`config.mk`:
```
export PLATFORM = sky130hd
export DESIGN_NAME = mbac_top
export DESIGN_NICKNAME = d
export VERILOG_FILES = /design/src/rtl/mbac_pkg.sv /design/src/rtl/mbac_top.sv /design/src/rtl/mbac_prio.sv /design/src/rtl/mbac_fcode.sv
export SDC_FILE = /design/constraint.sdc
export NUM_CORES = 1
export LEC_CHECK = 0
export BUFFER_PORTS_ARGS = -buffer_cell sky130_fd_sc_hd__buf_2
export CAP_MARGIN = 20
export CORE_MARGIN = 4
export CORE_UTILIZATION = 56
export CTS_CLUSTER_DIAMETER = 30
export DETAILED_ROUTE_END_ITERATION = 10
export HOLD_SLACK_MARGIN = 0.05
export PLACE_DENSITY = 0.9
export REMOVE_ABC_BUFFERS = 1
export SLEW_MARGIN = 20
export SYNTH_ARGS = -nofsm -noshare
export SYNTH_HDL_FRONTEND = slang
export SYNTH_SLANG_ARGS = --single-unit
```
`constraint.sdc`:
```
create_clock -name ref_clk_in -period 5.57 [get_ports ref_clk_in]
set_input_delay 0.557 -clock ref_clk_in [delete_from_list [all_inputs] [get_ports ref_clk_in]]
set_output_delay 0.557 -clock ref_clk_in [all_outputs]
set_load 0.01 [all_outputs]
```
`src/rtl/mbac_pkg.sv`:
```
`default_nettype none
package mbac_pkg;
	// ***********************************************
	// Requesters and priority positions
	// ***********************************************
	localparam int unsigned NUM_REQ = 6;
	localparam int unsigned REQ_RFSH = 0;
	localparam int unsigned REQ_DMA = 1;
	localparam int unsigned REQ_CPU0 = 2;
	localparam int unsigned DATA_W = 32;
	localparam int unsigned ADDR_W = 26;

	// ***********************************************
	// Cycle lengths in states and go widths
	// ***********************************************
	localparam logic [3:0] LEN_RFSH = 4'h8;
	localparam logic [3:0] LEN_WR32 = 4'h8;
	localparam logic [3:0] LEN_RD_OK = 4'ha;
	localparam logic [3:0] LEN_RD_ERR = 4'hd;
	localparam logic [3:0] LEN_RMW = 4'hf;
	localparam logic [3:0] GO_LEN = 4'h5;
	localparam logic [3:0] GO_LEN_WR32 = 4'h6;
	localparam logic [3:0] ST_ANY_ERR = 4'h9;
	localparam logic [3:0] ST_UC_ERR = 4'ha;
	// State at which the error outcome of a read is known
	localparam logic [3:0] ST_ERR_KNOWN = 4'h8;
	localparam logic [3:0] BYTE_ALL = 4'hf;

	// ***********************************************
	// Function codes, active low, lower two bits
	// ***********************************************
	localparam logic [1:0] FC_RMW = 2'h0;
	localparam logic [1:0] FC_WR32 = 2'h1;
	localparam logic [1:0] FC_READ = 2'h2;
	localparam logic [1:0] FC_NOP = 2'h3;

	typedef enum logic [2:0] {
		MBAC_CYC_RFSH,
		MBAC_CYC_WR32,
		MBAC_CYC_READ,
		MBAC_CYC_RMW,
		MBAC_CYC_NONE
	} mbac_cyc_t;

	// Bus qualifiers sampled to classify a cycle
	typedef struct packed {
		logic [3:0] byte_sel;
		logic bus_read;
		logic dma_read;
	} mbac_busq_t;

	// Memory error report from the correction logic
	typedef struct packed {
		logic corr;
		logic uncorr;
	} mbac_err_t;

	// Grant outputs, active low like the request lines
	typedef struct packed {
		logic refresh_grant_n;
		logic dma_grant_n;
		logic [3:0] cpu_grant_n;
	} mbac_grant_t;
endpackage
`default_nettype wire

```
`src/rtl/mbac_top.sv`:
```
`timescale 1ns/1ns
`default_nettype none
module mbac_top (
	input wire logic ref_clk_in,
	input wire logic nrst_in,
	input wire logic refresh_request_n_in,
	input wire logic dma_request_n_in,
	input wire logic [3:0] cpu_request_n_in,
	input wire mbac_pkg::mbac_busq_t busq_in,
	input wire mbac_pkg::mbac_err_t mem_err_in,
	output mbac_pkg::mbac_grant_t grant_out,
	output logic cycle_go_out,
	output logic cycle_done_n_out,
	output logic refresh_func_code_n_out,
	output logic func_code_bit1_n_out,
	output logic func_code_bit0_n_out,
	output logic uncorrectable_error_n_out,
	output logic any_error_out
);
	import mbac_pkg::*;

	// ***********************************************
	// Request capture
	// ***********************************************
	logic [NUM_REQ-1:0] req_sync_r;
	wire logic [NUM_REQ-1:0] req_raw;
	assign req_raw = ~{cpu_request_n_in, dma_request_n_in,
		refresh_request_n_in};

	// Requests already launch on a clock edge, so one register suffices
	always_ff @(posedge ref_clk_in) begin
		if (!nrst_in)
			req_sync_r <= '0;
		else
			req_sync_r <= req_raw;
	end

	// ***********************************************
	// Arbitration and cycle sequencing
	// ***********************************************
	wire logic [NUM_REQ-1:0] win;
	mbac_prio u_prio (
		.req_in(req_sync_r),
		.win_out(win)
	);

	logic busy_r;
	logic [3:0] st_r;
	logic [3:0] st_nxt;
	logic [NUM_REQ-1:0] own_r;
	logic [NUM_REQ-1:0] own_nxt;
	logic err_seen_r;
	logic uc_seen_r;
	logic go_r;
	logic done_n_r;
	logic uc_n_r;
	logic any_r;
	logic grant_on_r;

	mbac_cyc_t cyc;
	wire logic [1:0] low_code;
	wire logic last_st;
	wire logic start;
	wire logic [3:0] cyc_len;
	wire logic [3:0] go_len;
	wire logic is_read;
	wire logic err_cyc;
	wire logic err_now;
	wire logic [3:0] len_ahead;
	wire logic mid_cyc;
	wire logic go_nxt;
	wire logic done_nxt;
	wire logic any_nxt;
	wire logic uc_nxt;

	// Length of the cycle in progress; a read stretches only on error
	function automatic logic [3:0] len_of(input mbac_cyc_t c,
		input logic err);
		unique case (c)
		MBAC_CYC_RFSH: len_of = LEN_RFSH;
		MBAC_CYC_WR32: len_of = LEN_WR32;
		MBAC_CYC_READ: len_of = err ? LEN_RD_ERR : LEN_RD_OK;
		MBAC_CYC_RMW: len_of = LEN_RMW;
		default: len_of = LEN_RFSH;
		endcase
	endfunction

	assign cyc_len = len_of(cyc, err_seen_r);
	assign go_len = (cyc == MBAC_CYC_WR32) ? GO_LEN_WR32 : GO_LEN;
	assign last_st = busy_r && (st_r == cyc_len - 4'h1);
	// New grants only when idle or on the done state
	assign start = (|req_sync_r) && (!busy_r || last_st);
	assign is_read = (cyc == MBAC_CYC_READ) || (cyc == MBAC_CYC_RMW);
	// Error outcome as known one state early, so strobes registered at
	// the end of S8 already see it
	assign err_now = (busy_r && st_r == ST_ERR_KNOWN) ?
		(mem_err_in.corr | mem_err_in.uncorr) : err_seen_r;
	assign len_ahead = len_of(cyc, err_now);
	assign err_cyc = is_read && err_now;

	mbac_fcode u_fcode (
		.ref_clk_in(ref_clk_in),
		.nrst_in(nrst_in),
		.load_in(start),
		.idle_in(last_st),
		.rfsh_in(win[REQ_RFSH]),
		.busq_in(busq_in),
		.cyc_out(cyc),
		.code_out(low_code)
	);

	always_comb begin
		st_nxt = st_r + 4'h1;
		own_nxt = own_r;
		if (start) begin
			st_nxt = 4'h0;
			own_nxt = win;
		end else if (last_st || !busy_r) begin
			st_nxt = 4'h0;
			own_nxt = '0;
		end
	end

	always_ff @(posedge ref_clk_in) begin
		if (!nrst_in) begin
			busy_r <= 1'b0;
			st_r <= 4'h0;
			own_r <= '0;
		end else begin
			busy_r <= start || (busy_r && !last_st);
			st_r <= st_nxt;
			own_r <= own_nxt;
		end
	end

	// ***********************************************
	// Error capture and strobes
	// ***********************************************
	// Error status is sampled once, when the check completes
	always_ff @(posedge ref_clk_in) begin
		if (!nrst_in || start) begin
			err_seen_r <= 1'b0;
			uc_seen_r <= 1'b0;
		end else if (busy_r && st_r == ST_ERR_KNOWN) begin
			err_seen_r <= mem_err_in.corr | mem_err_in.uncorr;
			uc_seen_r <= mem_err_in.uncorr;
		end
	end

	assign mid_cyc = busy_r && !last_st;
	assign go_nxt = start || (mid_cyc && (st_r + 4'h1 < go_len));
	// Done looks one state ahead, hence the early error outcome
	assign done_nxt = mid_cyc && (st_r + 4'h2 == len_ahead);
	assign any_nxt = busy_r && err_cyc &&
		(st_r + 4'h1 == ST_ANY_ERR);
	assign uc_nxt = mid_cyc && is_read && uc_seen_r &&
		(st_r + 4'h1 >= ST_UC_ERR);

	// Strobes registered on state; they describe the state entered
	always_ff @(posedge ref_clk_in) begin
		if (!nrst_in) begin
			go_r <= 1'b0;
			grant_on_r <= 1'b0;
			done_n_r <= 1'b1;
			uc_n_r <= 1'b1;
			any_r <= 1'b0;
		end else begin
			go_r <= go_nxt;
			grant_on_r <= go_nxt;
			done_n_r <= !done_nxt;
			any_r <= any_nxt;
			uc_n_r <= !uc_nxt;
		end
	end

	// ***********************************************
	// Outputs
	// ***********************************************
	wire logic [NUM_REQ-1:0] grant_act;
	assign grant_act = grant_on_r ? own_r : '0;
	// Grant drops with go; requesters must release the bus then
	assign grant_out = '{refresh_grant_n: !grant_act[REQ_RFSH],
		dma_grant_n: !grant_act[REQ_DMA],
		cpu_grant_n: ~grant_act[REQ_CPU0+3:REQ_CPU0]};
	assign cycle_go_out = go_r;
	assign cycle_done_n_out = done_n_r;
	assign refresh_func_code_n_out = !grant_act[REQ_RFSH];
	assign func_code_bit1_n_out = low_code[1];
	assign func_code_bit0_n_out = low_code[0];
	assign uncorrectable_error_n_out = uc_n_r;
	assign any_error_out = any_r;
endmodule
`default_nettype wire

```
`src/rtl/mbac_prio.sv`:
```
`timescale 1ns/1ns
`default_nettype none
module mbac_prio (
	input wire logic [mbac_pkg::NUM_REQ-1:0] req_in,
	output logic [mbac_pkg::NUM_REQ-1:0] win_out
);
	import mbac_pkg::*;

	// ***********************************************
	// Fixed priority, lowest index wins
	// ***********************************************
	wire logic [NUM_REQ-1:0] lower_mask;
	assign lower_mask = req_in - 6'h01;
	assign win_out = req_in & ~lower_mask;
endmodule
`default_nettype wire

```
`src/rtl/mbac_fcode.sv`:
```
`timescale 1ns/1ns
`default_nettype none
module mbac_fcode (
	input wire logic ref_clk_in,
	input wire logic nrst_in,
	input wire logic load_in,
	input wire logic idle_in,
	input wire logic rfsh_in,
	input wire mbac_pkg::mbac_busq_t busq_in,
	output mbac_pkg::mbac_cyc_t cyc_out,
	output logic [1:0] code_out
);
	import mbac_pkg::*;

	// ***********************************************
	// Function code state machine
	// ***********************************************
	mbac_cyc_t cyc_r;
	mbac_cyc_t cyc_nxt;
	wire logic rd_any;
	wire logic full_word;
	assign rd_any = busq_in.bus_read | busq_in.dma_read;
	assign full_word = busq_in.byte_sel == BYTE_ALL;

	always_comb begin
		cyc_nxt = cyc_r;
		if (load_in) begin
			if (rfsh_in)
				cyc_nxt = MBAC_CYC_RFSH;
			else if (rd_any)
				cyc_nxt = MBAC_CYC_READ;
			else if (full_word)
				cyc_nxt = MBAC_CYC_WR32;
			else
				cyc_nxt = MBAC_CYC_RMW;
		end else if (idle_in) begin
			cyc_nxt = MBAC_CYC_NONE;
		end
	end

	always_ff @(posedge ref_clk_in) begin
		if (!nrst_in)
			cyc_r <= MBAC_CYC_NONE;
		else
			cyc_r <= cyc_nxt;
	end

	always_comb begin
		unique case (cyc_r)
		MBAC_CYC_RMW: code_out = FC_RMW;
		MBAC_CYC_WR32: code_out = FC_WR32;
		MBAC_CYC_READ: code_out = FC_READ;
		default: code_out = FC_NOP;
		endcase
	end
	assign cyc_out = cyc_r;
endmodule
`default_nettype wire

```
==> flow_metrics.env, run 1 <==
export IMPL_wl_per_cell_um=13.38
export IMPL_start_kind="flop"
export IMPL_post_route_util_pct=66.91
export IMPL_end_kind="flop"
export IMPL_worstReg2RegStart="u_fcode.cyc_out[1]"
export IMPL_hold_buffers=0
export IMPL_drv_cap=0
export IMPL_peakVddDrop_uv=176.5
export IMPL_drive_gt1_share_pct=25.30
export IMPL_timing_rr_end="u_fcode.cyc_out[0]"
export IMPL_syn_inst=140
export IMPL_h_tree_depth=1
export IMPL_synth_top_area_share_pct=40.23
export IMPL_ys_warn_count=0
export IMPL_final_nets=190
export IMPL_crit_arrival_ns=2.47
export IMPL_seq_area_frac_synth_pct=40.23
export IMPL_area_delta_synth_final_pct=14.41
export IMPL_cts_sinks=26
export IMPL_power_density_nw_per_um2=255.5
export IMPL_grt_start_max_net_pins=18
export IMPL_grt_pass1_vias=999
export IMPL_mappedNetlistArea_um2=1294
export IMPL_clk_pin_slew_ns=0.14
export IMPL_synth_largest_area_cell="dfxtp_1"
export IMPL_post_cts_buffers=0
export IMPL_via_count=1039
export IMPL_netSwitchingPower_mw=0.09251
export IMPL_clockBufferDepth=2
export IMPL_final_cell_mix="buf_2 (28), dfxtp_1 (26), nand2_1 (18)"
export IMPL_die_w_um=56.07
export IMPL_outcome="finished clean"
export IMPL_hp_class="in -> reg"
export IMPL_rows=17
export IMPL_antenna_left=0
export IMPL_drc=0
export IMPL_yosys_register_bits=26
export IMPL_grt_first_pass_wirelength_mm=4.409
export IMPL_setup_violations_final=0
export IMPL_initial_core_util_pct=58.48
export IMPL_switching_share_pct=24.46
export IMPL_core_um2=2212
export IMPL_min_period_over_period_pct=39.45
export IMPL_ys_flop_type="dfxtp_1"
export IMPL_r2r_cells=7
export IMPL_avgSynthCellArea_um2=9.241
export IMPL_worst_slew_pin_slew_ns=0.7888
export IMPL_drv_slew=0
export IMPL_cp_required_ns=5.84
export IMPL_total_power_mw=0.3782
export IMPL_drt_total_wl_mm=2.596
export IMPL_setup_tns_ns=0
export IMPL_dp_hpwl_mm=1.978
export IMPL_path_max_fanout=8
export IMPL_die_area_um2=3143
export IMPL_relSlewSlack_pct=47.30
export IMPL_cts_root_buffer="clkbuf_4"
export IMPL_yosysUniqueCellTypes=37
export IMPL_grt_overflow=0
export IMPL_timing_fmax_ghz=0.4551
export IMPL_place_congestion=0.8805
export IMPL_finalCriticalPeriod_ns=2.198
export IMPL_grt_usage_pct=17.52
export IMPL_combPwrFrac_pct=11.2
export IMPL_async_flop_share_pct=0
export IMPL_multi_input_area_um2=694.4
export IMPL_worstSkewPairLatency_ns=0.33
export IMPL_numCtsBuffers=3
export IMPL_ios=29
export IMPL_hold_viol_final=0
export IMPL_fill_cells=190
export IMPL_p_int_mw=0.2857
export IMPL_clock_skew_final_ns=0.004735
export IMPL_tritoncts="yes"
export IMPL_synth_edf_count=0
export IMPL_cts_resized=0
export IMPL_critPathLaunch="u_fcode.cyc_out[1]"
export IMPL_p_seq_share_pct=53.7
export IMPL_io_buffers=28
export IMPL_seqCellArea_um2=520.5
export IMPL_clkPwrFrac_pct=35.1
export IMPL_layout_commonest_cell="buf_2"
export IMPL_die_h_um=56.07
export IMPL_drt_iter0_drc=20
export IMPL_post_drt_via_cell_ratio=5.356
export IMPL_rsz0062_at_grt="false"
export IMPL_crit_end="u_fcode.cyc_out[0]"
export IMPL_antenna_found_initial=0
export IMPL_path_class="reg -> reg"
export IMPL_p_leak_nw=0.5990
export IMPL_ys_top_cells_by_area="dfxtp_1 (40%), ha_1 (6.8%), mux2i_1 (6.2%)"
export IMPL_r2r_slack_ns=3.37
export IMPL_firstDrtPassIters=4
export IMPL_diodes=0
==> power by group through the flow <==
stage / Combinational [mW] / Sequential, mW / Clock, mW
finish: 0.0424 / 0.203 / 0.133
global route: 0.0478 / 0.205 / 0.142
CTS: 0.0427 / 0.203 / 0.131
detailed placement: 0.0423 / 0.207 / 0
global placement: 0.0403 / 0.206 / 0
floorplan: 0.0277 / 0.205 / 0
==> how the worst min path moves through the flow <==
stage,startpoint,to,cells after the start
floorplan,own_r[1],own_r[1],2
global placement,own_r[1],own_r[1],2
detailed placement,own_r[4],own_r[4],2
CTS,cpu_request_n_in[1],req_sync_r[3],2
global route,refresh_request_n_in,req_sync_r[0],2
finish,cpu_request_n_in[1],req_sync_r[3],2
==> synthesized netlist by cell type (all sizes together), types with 4 or more instances <==
library cell,count
dfxtp,26
nand2,19
nor2,15
inv,10
mux2i,8
ha,7
nand3,6
a21oi,5
nor3,4
o21ai,4
xor2,4
==> worst max-delay path, cell delays in order (launching register included) <==
cell and delay, ns:
dfxtp_1 0.38, nor2b_4 0.18, o21ai_0 0.14, ha_1 0.34, xor2_1 0.25, o2111ai_4 0.24, a2111oi_2 0.45, o2bb2ai_1 0.16
==> cell type report <==
type	instances	share of cell area, %
multi-input cells	98	46.91
flip-flops and latches	26	35.16
repair buffers	28	9.467
inverters	10	2.536
well taps	28	2.367
clock inverters	1	2.029
clock buffers	3	1.522
==> kinds of logic after synthesis <==
logic type               Yosys count  synth area share [%]
AO/OA/AOI/OAI                     19                 12.57
XOR/XNOR                           7                 4.739
flip-flops                        26                 40.23
adder cells (fa/ha/maj)            7                 6.770
multiplexers                       9                 7.350
AND/OR/NAND/NOR                   56                 22.24
buffers and inverters             16                 6.093
==> layer usage <==
layer	track usage [%]	share of wire, %
met5	0	0
met4	9.492	2.2
met3	3.480	6.9
met2	25.88	44
met1	23.79	47
==> metrics by stage <==
stage | area, um^2 | setup WS, ns | cells | hold WS, ns
floorplan | 1252 | 3.573 | 134 | 0.4350
global placement | 1428 | 3.485 | 190 | 0.4426
detailed placement | 1428 | 3.390 | 190 | 0.4536
CTS | 1480 | 3.357 | 194 | 0.3563
global route | 1480 | 3.181 | 194 | 0.3390
finish | 1480 | 3.372 | 194 | 0.3553
==> sequential cells by signal, summed over array words and instances (netlist names) <==
register and count:
own_r 6, req_sync_r 6, st_r 4, u_fcode.cyc_out 3
any_error_out 1, busy_r 1, cycle_done_n_out 1, err_seen_r 1
grant_on_r 1, uc_seen_r 1, uncorrectable_error_n_out 1
No activity file was read; power rests on OpenSTA's default activity.
==> run 2, diff against run 1 <==
Settings changed: CORE_UTILIZATION 56 to 47, PLACE_DENSITY 0.9 to 0.82.
Clock period 5.57 ns to 1.9 ns, I/O delays scaled along.
==> run 2 against run 1 <==
- the flow now finishes with violations (setup timing)
- sequential share of layout area down 6.5 points
- cell count up 15%
- clock skew up 0.0050 ns
- largest cell class unchanged
==> flow_metrics.env, run 2 (synthesized netlist as in run 1, its figures left out) <==
export IMPL_r2r_slack_ns=-0.06
export IMPL_via_count=1186
export IMPL_r2r_cells=8
export IMPL_h_tree_depth=1
export IMPL_grt_pass1_vias=1241
export IMPL_clockBufferDepth=2
export IMPL_end_kind="flop"
export IMPL_grt_first_pass_wirelength_mm=5.754
export IMPL_tritoncts="yes"
export IMPL_drv_slew=0
export IMPL_timing_rr_end="own_r[0]"
export IMPL_ios=29
export IMPL_hold_start="busq_in[1]"
export IMPL_instances_no_fill=224
export IMPL_timing_fmax_ghz=0.5103
export IMPL_peakVddDrop_uv=477.7
export IMPL_clk_pin_slew_ns=0.15
export IMPL_place_area_um2=1570
export IMPL_relSlewSlack_pct=66.76
export IMPL_outcome="finished, violations left"
export IMPL_dp_cells=209
export IMPL_die_h_um=60.47
export IMPL_fin_ws_ns=-0.05970
export IMPL_rsz0062_at_grt="true"
export IMPL_min_period_over_period_pct=103.1
export IMPL_place_congestion=0.8424
export IMPL_clock_skew_final_ns=0.009757
export IMPL_path_max_fanout=6
export IMPL_worst_slew_pin_slew_ns=0.4941
export IMPL_hold_viol_final=0
export IMPL_initial_core_util_pct=50.84
export IMPL_failed_checks="setup timing"
export IMPL_largestRegisters="own_r x6, req_sync_r x6, st_r x4"
export IMPL_wl_per_cell_um=16.58
export IMPL_min_path_cells=3
export IMPL_start_kind="flop"
export IMPL_final_nets=218
export IMPL_power_density_nw_per_um2=647.9
export IMPL_finalCriticalPeriod_ns=1.960
export IMPL_dp_hpwl_mm=2.389
export IMPL_crit_arrival_ns=2.24
export IMPL_final_area_um2=1832
export IMPL_core_um2=2545
export IMPL_cts_root_buffer="clkbuf_4"
export IMPL_grt_usage_pct=21.70
export IMPL_worstReg2RegStart="err_seen_r"
export IMPL_layout_commonest_cell="buf_2"
export IMPL_die_area_um2=3656
export IMPL_hp_class="in -> reg"
export IMPL_cp_required_ns=2.18
export IMPL_drc=0
export IMPL_p_leak_nw=0.7485
export IMPL_hold_path_end="u_fcode.cyc_out[0]"
export IMPL_antenna_found_initial=0
export IMPL_numCtsBuffers=3
export IMPL_worstSkewPairLatency_ns=0.34
export IMPL_drive_gt1_share_pct=41.24
export IMPL_drt_total_wl_mm=3.714
export IMPL_firstDrtPassIters=4
export IMPL_die_w_um=60.47
export IMPL_setup_violations_final=7
export IMPL_path_class="reg -> reg"
export IMPL_diodes=0
export IMPL_fill_cells=179
export IMPL_io_buffers=28
export IMPL_rows=18
export IMPL_final_cell_mix="buf_2 (28), dfxtp_1 (22), buf_4 (20)"
export IMPL_antenna_left=0
export IMPL_grt_overflow=0
export IMPL_cts_sinks=26
export IMPL_post_drt_via_cell_ratio=5.295
export IMPL_grt_start_max_net_pins=17
export IMPL_drv_cap=0
export IMPL_drt_iter0_drc=25
export IMPL_area_delta_synth_final_pct=41.59
==> run 2: cell count changes in the layout (fill, tap and decap cells not counted), sizes merged <==
cell         delta
dlygate4sd3     +6
buf            +22
==> run 2: worst max path at each step <==
stage / startpoint / to / slack [ns] / depth (start not counted)
after global placement: u_fcode.cyc_out[1] / u_fcode.cyc_out[1] / -0.02 / 7
after floorplan: st_r[0] / cycle_done_n_out / -0.1 / 7
after global routing: err_seen_r / own_r[0] / -0.12 / 8
after detailed placement: err_seen_r / u_fcode.cyc_out[0] / -0.16 / 7
after CTS: err_seen_r / cycle_done_n_out / 0.001 / 9
final: err_seen_r / own_r[0] / -0.06 / 8
==> run 2: area by class of cell <==
cell class	instances	area (um^2)	share of cell area, %
Multi-Input combinational cell	98	797.0	43.51
Clock buffer	3	22.52	1.230
Clock inverter	1	30.03	1.639
Timing Repair Buffer	56	381.6	20.83
Sequential cell	26	525.5	28.69
Tap cell	30	37.54	2.049
Inverter	10	37.54	2.049
==> run 2: stage by stage <==
stage               setup slack (ns)  util [%]  hold WS, ns  power [mW]  TNS [ns]
CTS                         0.001186     69.12       0.1208       1.159         0
floorplan                   -0.09745         -       0.2567      0.6817   -0.1759
global placement            -0.01954     61.70       0.3449      0.7519  -0.03832
finish                      -0.05970     71.98       0.1176       1.187   -0.1902
detailed placement           -0.1643     61.70       0.3487      0.7623    -1.442
global route                 -0.1203     71.98       0.1142       1.231    -1.161
==> run 2: per-layer routing <==
metal / vias to the layer above / GRT usage (%) / wire, um
li1: 584 / - / -
met1: 557 / 24.84 / 1535
met2: 34 / 37.81 / 1923
met3: 11 / 3.404 / 153
met4: 0 / 13.31 / 102
met5: - / 0 / 0
==> run 2: repair_timing <==
item / 4_1_cts / 5_1_grt
hold buffers: 6 / 0
setup buffers: 3 / 2
hold endpoints to repair: 6 / 0
pin swaps: 5 / 7
setup endpoints to repair: 18 / 18
gates resized for setup: 15 / 9
==> run 2: critical path, cell delays in order (launching register included) <==
cell and delay [ns]:
dfxtp_2 0.38, inv_1 0.07, o21ai_2 0.22, ha_4 0.17
xor2_1 0.29, o2111ai_4 0.23, buf_6 0.19, a21bo_2 0.21
a21oi_1 0.15
==> run 2: power breakdown <==
part | internal (mW) | switching [mW] | leakage (nW)
clock network | 0.214 | 0.178 | 0.0279
registers | 0.568 | 0.0194 | 0.215
logic | 0.104 | 0.104 | 0.506
total | 0.886 | 0.301 | 0.748
==> run 3, diff against run 2 <==
Settings changed: CORE_ASPECT_RATIO set to 1.2.
==> run 3 against run 2 <==
- the flow still finishes with violations (setup timing)
- total power fell by 0.26%
- wire length shrank 5.9%
- worst hold slack got worse by 0.018 ns
- global-route usage fell by 3.0 points
- critical endpoint is now cycle_done_n_out
- first-iteration DRC count increased by 96%
- worst setup slack worse by 0.071 ns
- core utilization shrank 0.67 points
- fmax decreased by 3.5%
- critical path depth is the same
- sequential power about the same
- largest cell class unchanged
- critical path type unchanged
==> flow_metrics.env, run 3 (synthesized netlist as in run 1, its figures left out) <==
export IMPL_die_h_um=65.48
export IMPL_die_w_um=55.90
export IMPL_peakVddDrop_uv=542.5
export IMPL_failed_checks="setup timing"
export IMPL_antenna_found_initial=0
export IMPL_cts_sinks=26
export IMPL_post_drt_via_cell_ratio=5.282
export IMPL_hold_viol_final=0
export IMPL_h_tree_depth=1
export IMPL_clkPwrFrac_pct=32.9
export IMPL_drt_iter0_drc=49
export IMPL_path_max_fanout=4
export IMPL_path_class="reg -> reg"
export IMPL_grt_overflow=0
export IMPL_worst_slew_pin_slew_ns=0.4674
export IMPL_power_density_nw_per_um2=644.0
export IMPL_drv_slew=0
export IMPL_ios=29
export IMPL_combPwrFrac_pct=17.4
export IMPL_grt_first_pass_wirelength_mm=5.375
export IMPL_drt_total_wl_mm=3.495
export IMPL_grt_usage_pct=18.74
export IMPL_firstDrtPassIters=4
export IMPL_post_route_util_pct=71.31
export IMPL_clockBufferDepth=2
export IMPL_largestRegisters="own_r x6, req_sync_r x6, st_r x4"
export IMPL_final_area_um2=1838
export IMPL_dp_hpwl_mm=2.270
export IMPL_wl_per_cell_um=15.40
export IMPL_end_kind="flop"
export IMPL_hp_class="in -> reg"
export IMPL_core_um2=2577
export IMPL_finalCriticalPeriod_ns=2.031
export IMPL_dp_cells=217
export IMPL_grt_pass1_vias=1251
export IMPL_setup_violations_final=18
export IMPL_cts_root_buffer="clkbuf_4"
export IMPL_instances_no_fill=227
export IMPL_clk_pin_slew_ns=0.16
export IMPL_rows=20
export IMPL_final_nets=218
export IMPL_outcome="finished, violations left"
export IMPL_clock_skew_final_ns=0.01447
export IMPL_switching_share_pct=25.20
export IMPL_cp_required_ns=2.14
export IMPL_start_kind="flop"
export IMPL_numCtsBuffers=3
export IMPL_p_seq_share_pct=49.7
export IMPL_rsz0062_at_grt="true"
export IMPL_drv_cap=0
export IMPL_diodes=0
export IMPL_initial_core_util_pct=50.19
export IMPL_antenna_left=0
export IMPL_worstSkewPairLatency_ns=0.33
export IMPL_p_leak_nw=0.7477
export IMPL_fin_ws_ns=-0.1307
export IMPL_post_place_ws_ns=-0.1416
export IMPL_timing_fmax_ghz=0.4925
export IMPL_drive_gt1_share_pct=38.14
export IMPL_place_area_um2=1612
export IMPL_drc=0
export IMPL_via_count=1199
export IMPL_relSlewSlack_pct=68.55
export IMPL_io_buffers=28
export IMPL_min_period_over_period_pct=106.9
export IMPL_area_delta_synth_final_pct=42.07
export IMPL_p_int_mw=0.8854
export IMPL_place_congestion=0.8622
export IMPL_final_cell_mix="buf_2 (28), dfxtp_1 (24), buf_4 (20)"
export IMPL_crit_arrival_ns=2.27
export IMPL_die_area_um2=3660
export IMPL_netSwitchingPower_mw=0.2983
export IMPL_grt_start_max_net_pins=17
export IMPL_tritoncts="yes"
export IMPL_layout_commonest_cell="buf_2"
run 3: changes by cell type in the layout (fill, tap and decap cells not counted), moves of 2 or more:
cell and change:
inv_2 -2, nand3_1 +2, o21ai_2 -2, o21ai_4 +2
dfxtp_2 -2, nand3_2 -2, ha_1 +2, dfxtp_1 +2
inv_1 +2
run 3: layout make-up:
type                       count  area, um^2
clock buffer                   3       22.52
fill                         186       739.5
inverter                      10       37.54
tap                           33       41.29
clock inverter                 1       30.03
multi-input combinational     98       802.0
sequential                    26       523.0
timing repair buffer          56       381.6
run 3: power groups by stage:
| stage | clock network (mW) | registers, mW | logic [mW] |
|---|---|---|---|
| after global routing | 0.414 | 0.592 | 0.223 |
| after detailed placement | 0 | 0.597 | 0.168 |
| after floorplan | 0 | 0.601 | 0.0811 |
| after CTS | 0.392 | 0.586 | 0.191 |
| final | 0.390 | 0.588 | 0.206 |
| after global placement | 0 | 0.596 | 0.162 |
run 3: path summary, 6_finish.rpt:
kind / start / endpoint / slack (ns) / depth (start not counted)
max: u_fcode.cyc_out[1] / cycle_done_n_out / -0.13 / 8
max reg2reg: u_fcode.cyc_out[1] / cycle_done_n_out / -0.13 / 8
min: busq_in[1] / u_fcode.cyc_out[0] / 0.1 / 3
min reg2reg: own_r[4] / own_r[4] / 0.47 / 2
run 3: stage by stage:
stage                     hold WS [ns]   TNS, ns  power [mW]
after global placement          0.3407  -0.09088      0.7575
final                          0.09969    -1.281       1.184
after CTS                       0.1052   -0.7990       1.169
after global routing            0.1196    -2.783       1.229
after floorplan                 0.2567   -0.1759      0.6817
after detailed placement        0.3440    -1.576      0.7647
run 3: routing by layer:
metal	up-vias	GRT usage, %	part of all wire (%)
li1	583	-	-
met1	576	18.38	38
met2	34	38.02	56
met3	6	2.554	4.0
met4	0	8.902	1.9
met5	-	0	0
run 3: repair_timing:
item,in CTS,in global routing
endpoints found under the hold margin,6,0
pin swaps,5,2
hold buffers,6,0
endpoints found under the setup margin,19,19
resized for setup,12,8
setup buffers,0,0
run 3: critical path: stages (launching register included):
cell	delay, ns
dfxtp_2	0.37
nor2b_4	0.24
buf_4	0.15
inv_1	0.06
o21a_1	0.22
o2111ai_4	0.28
buf_4	0.19
nand3_1	0.12
a2111o_1	0.30
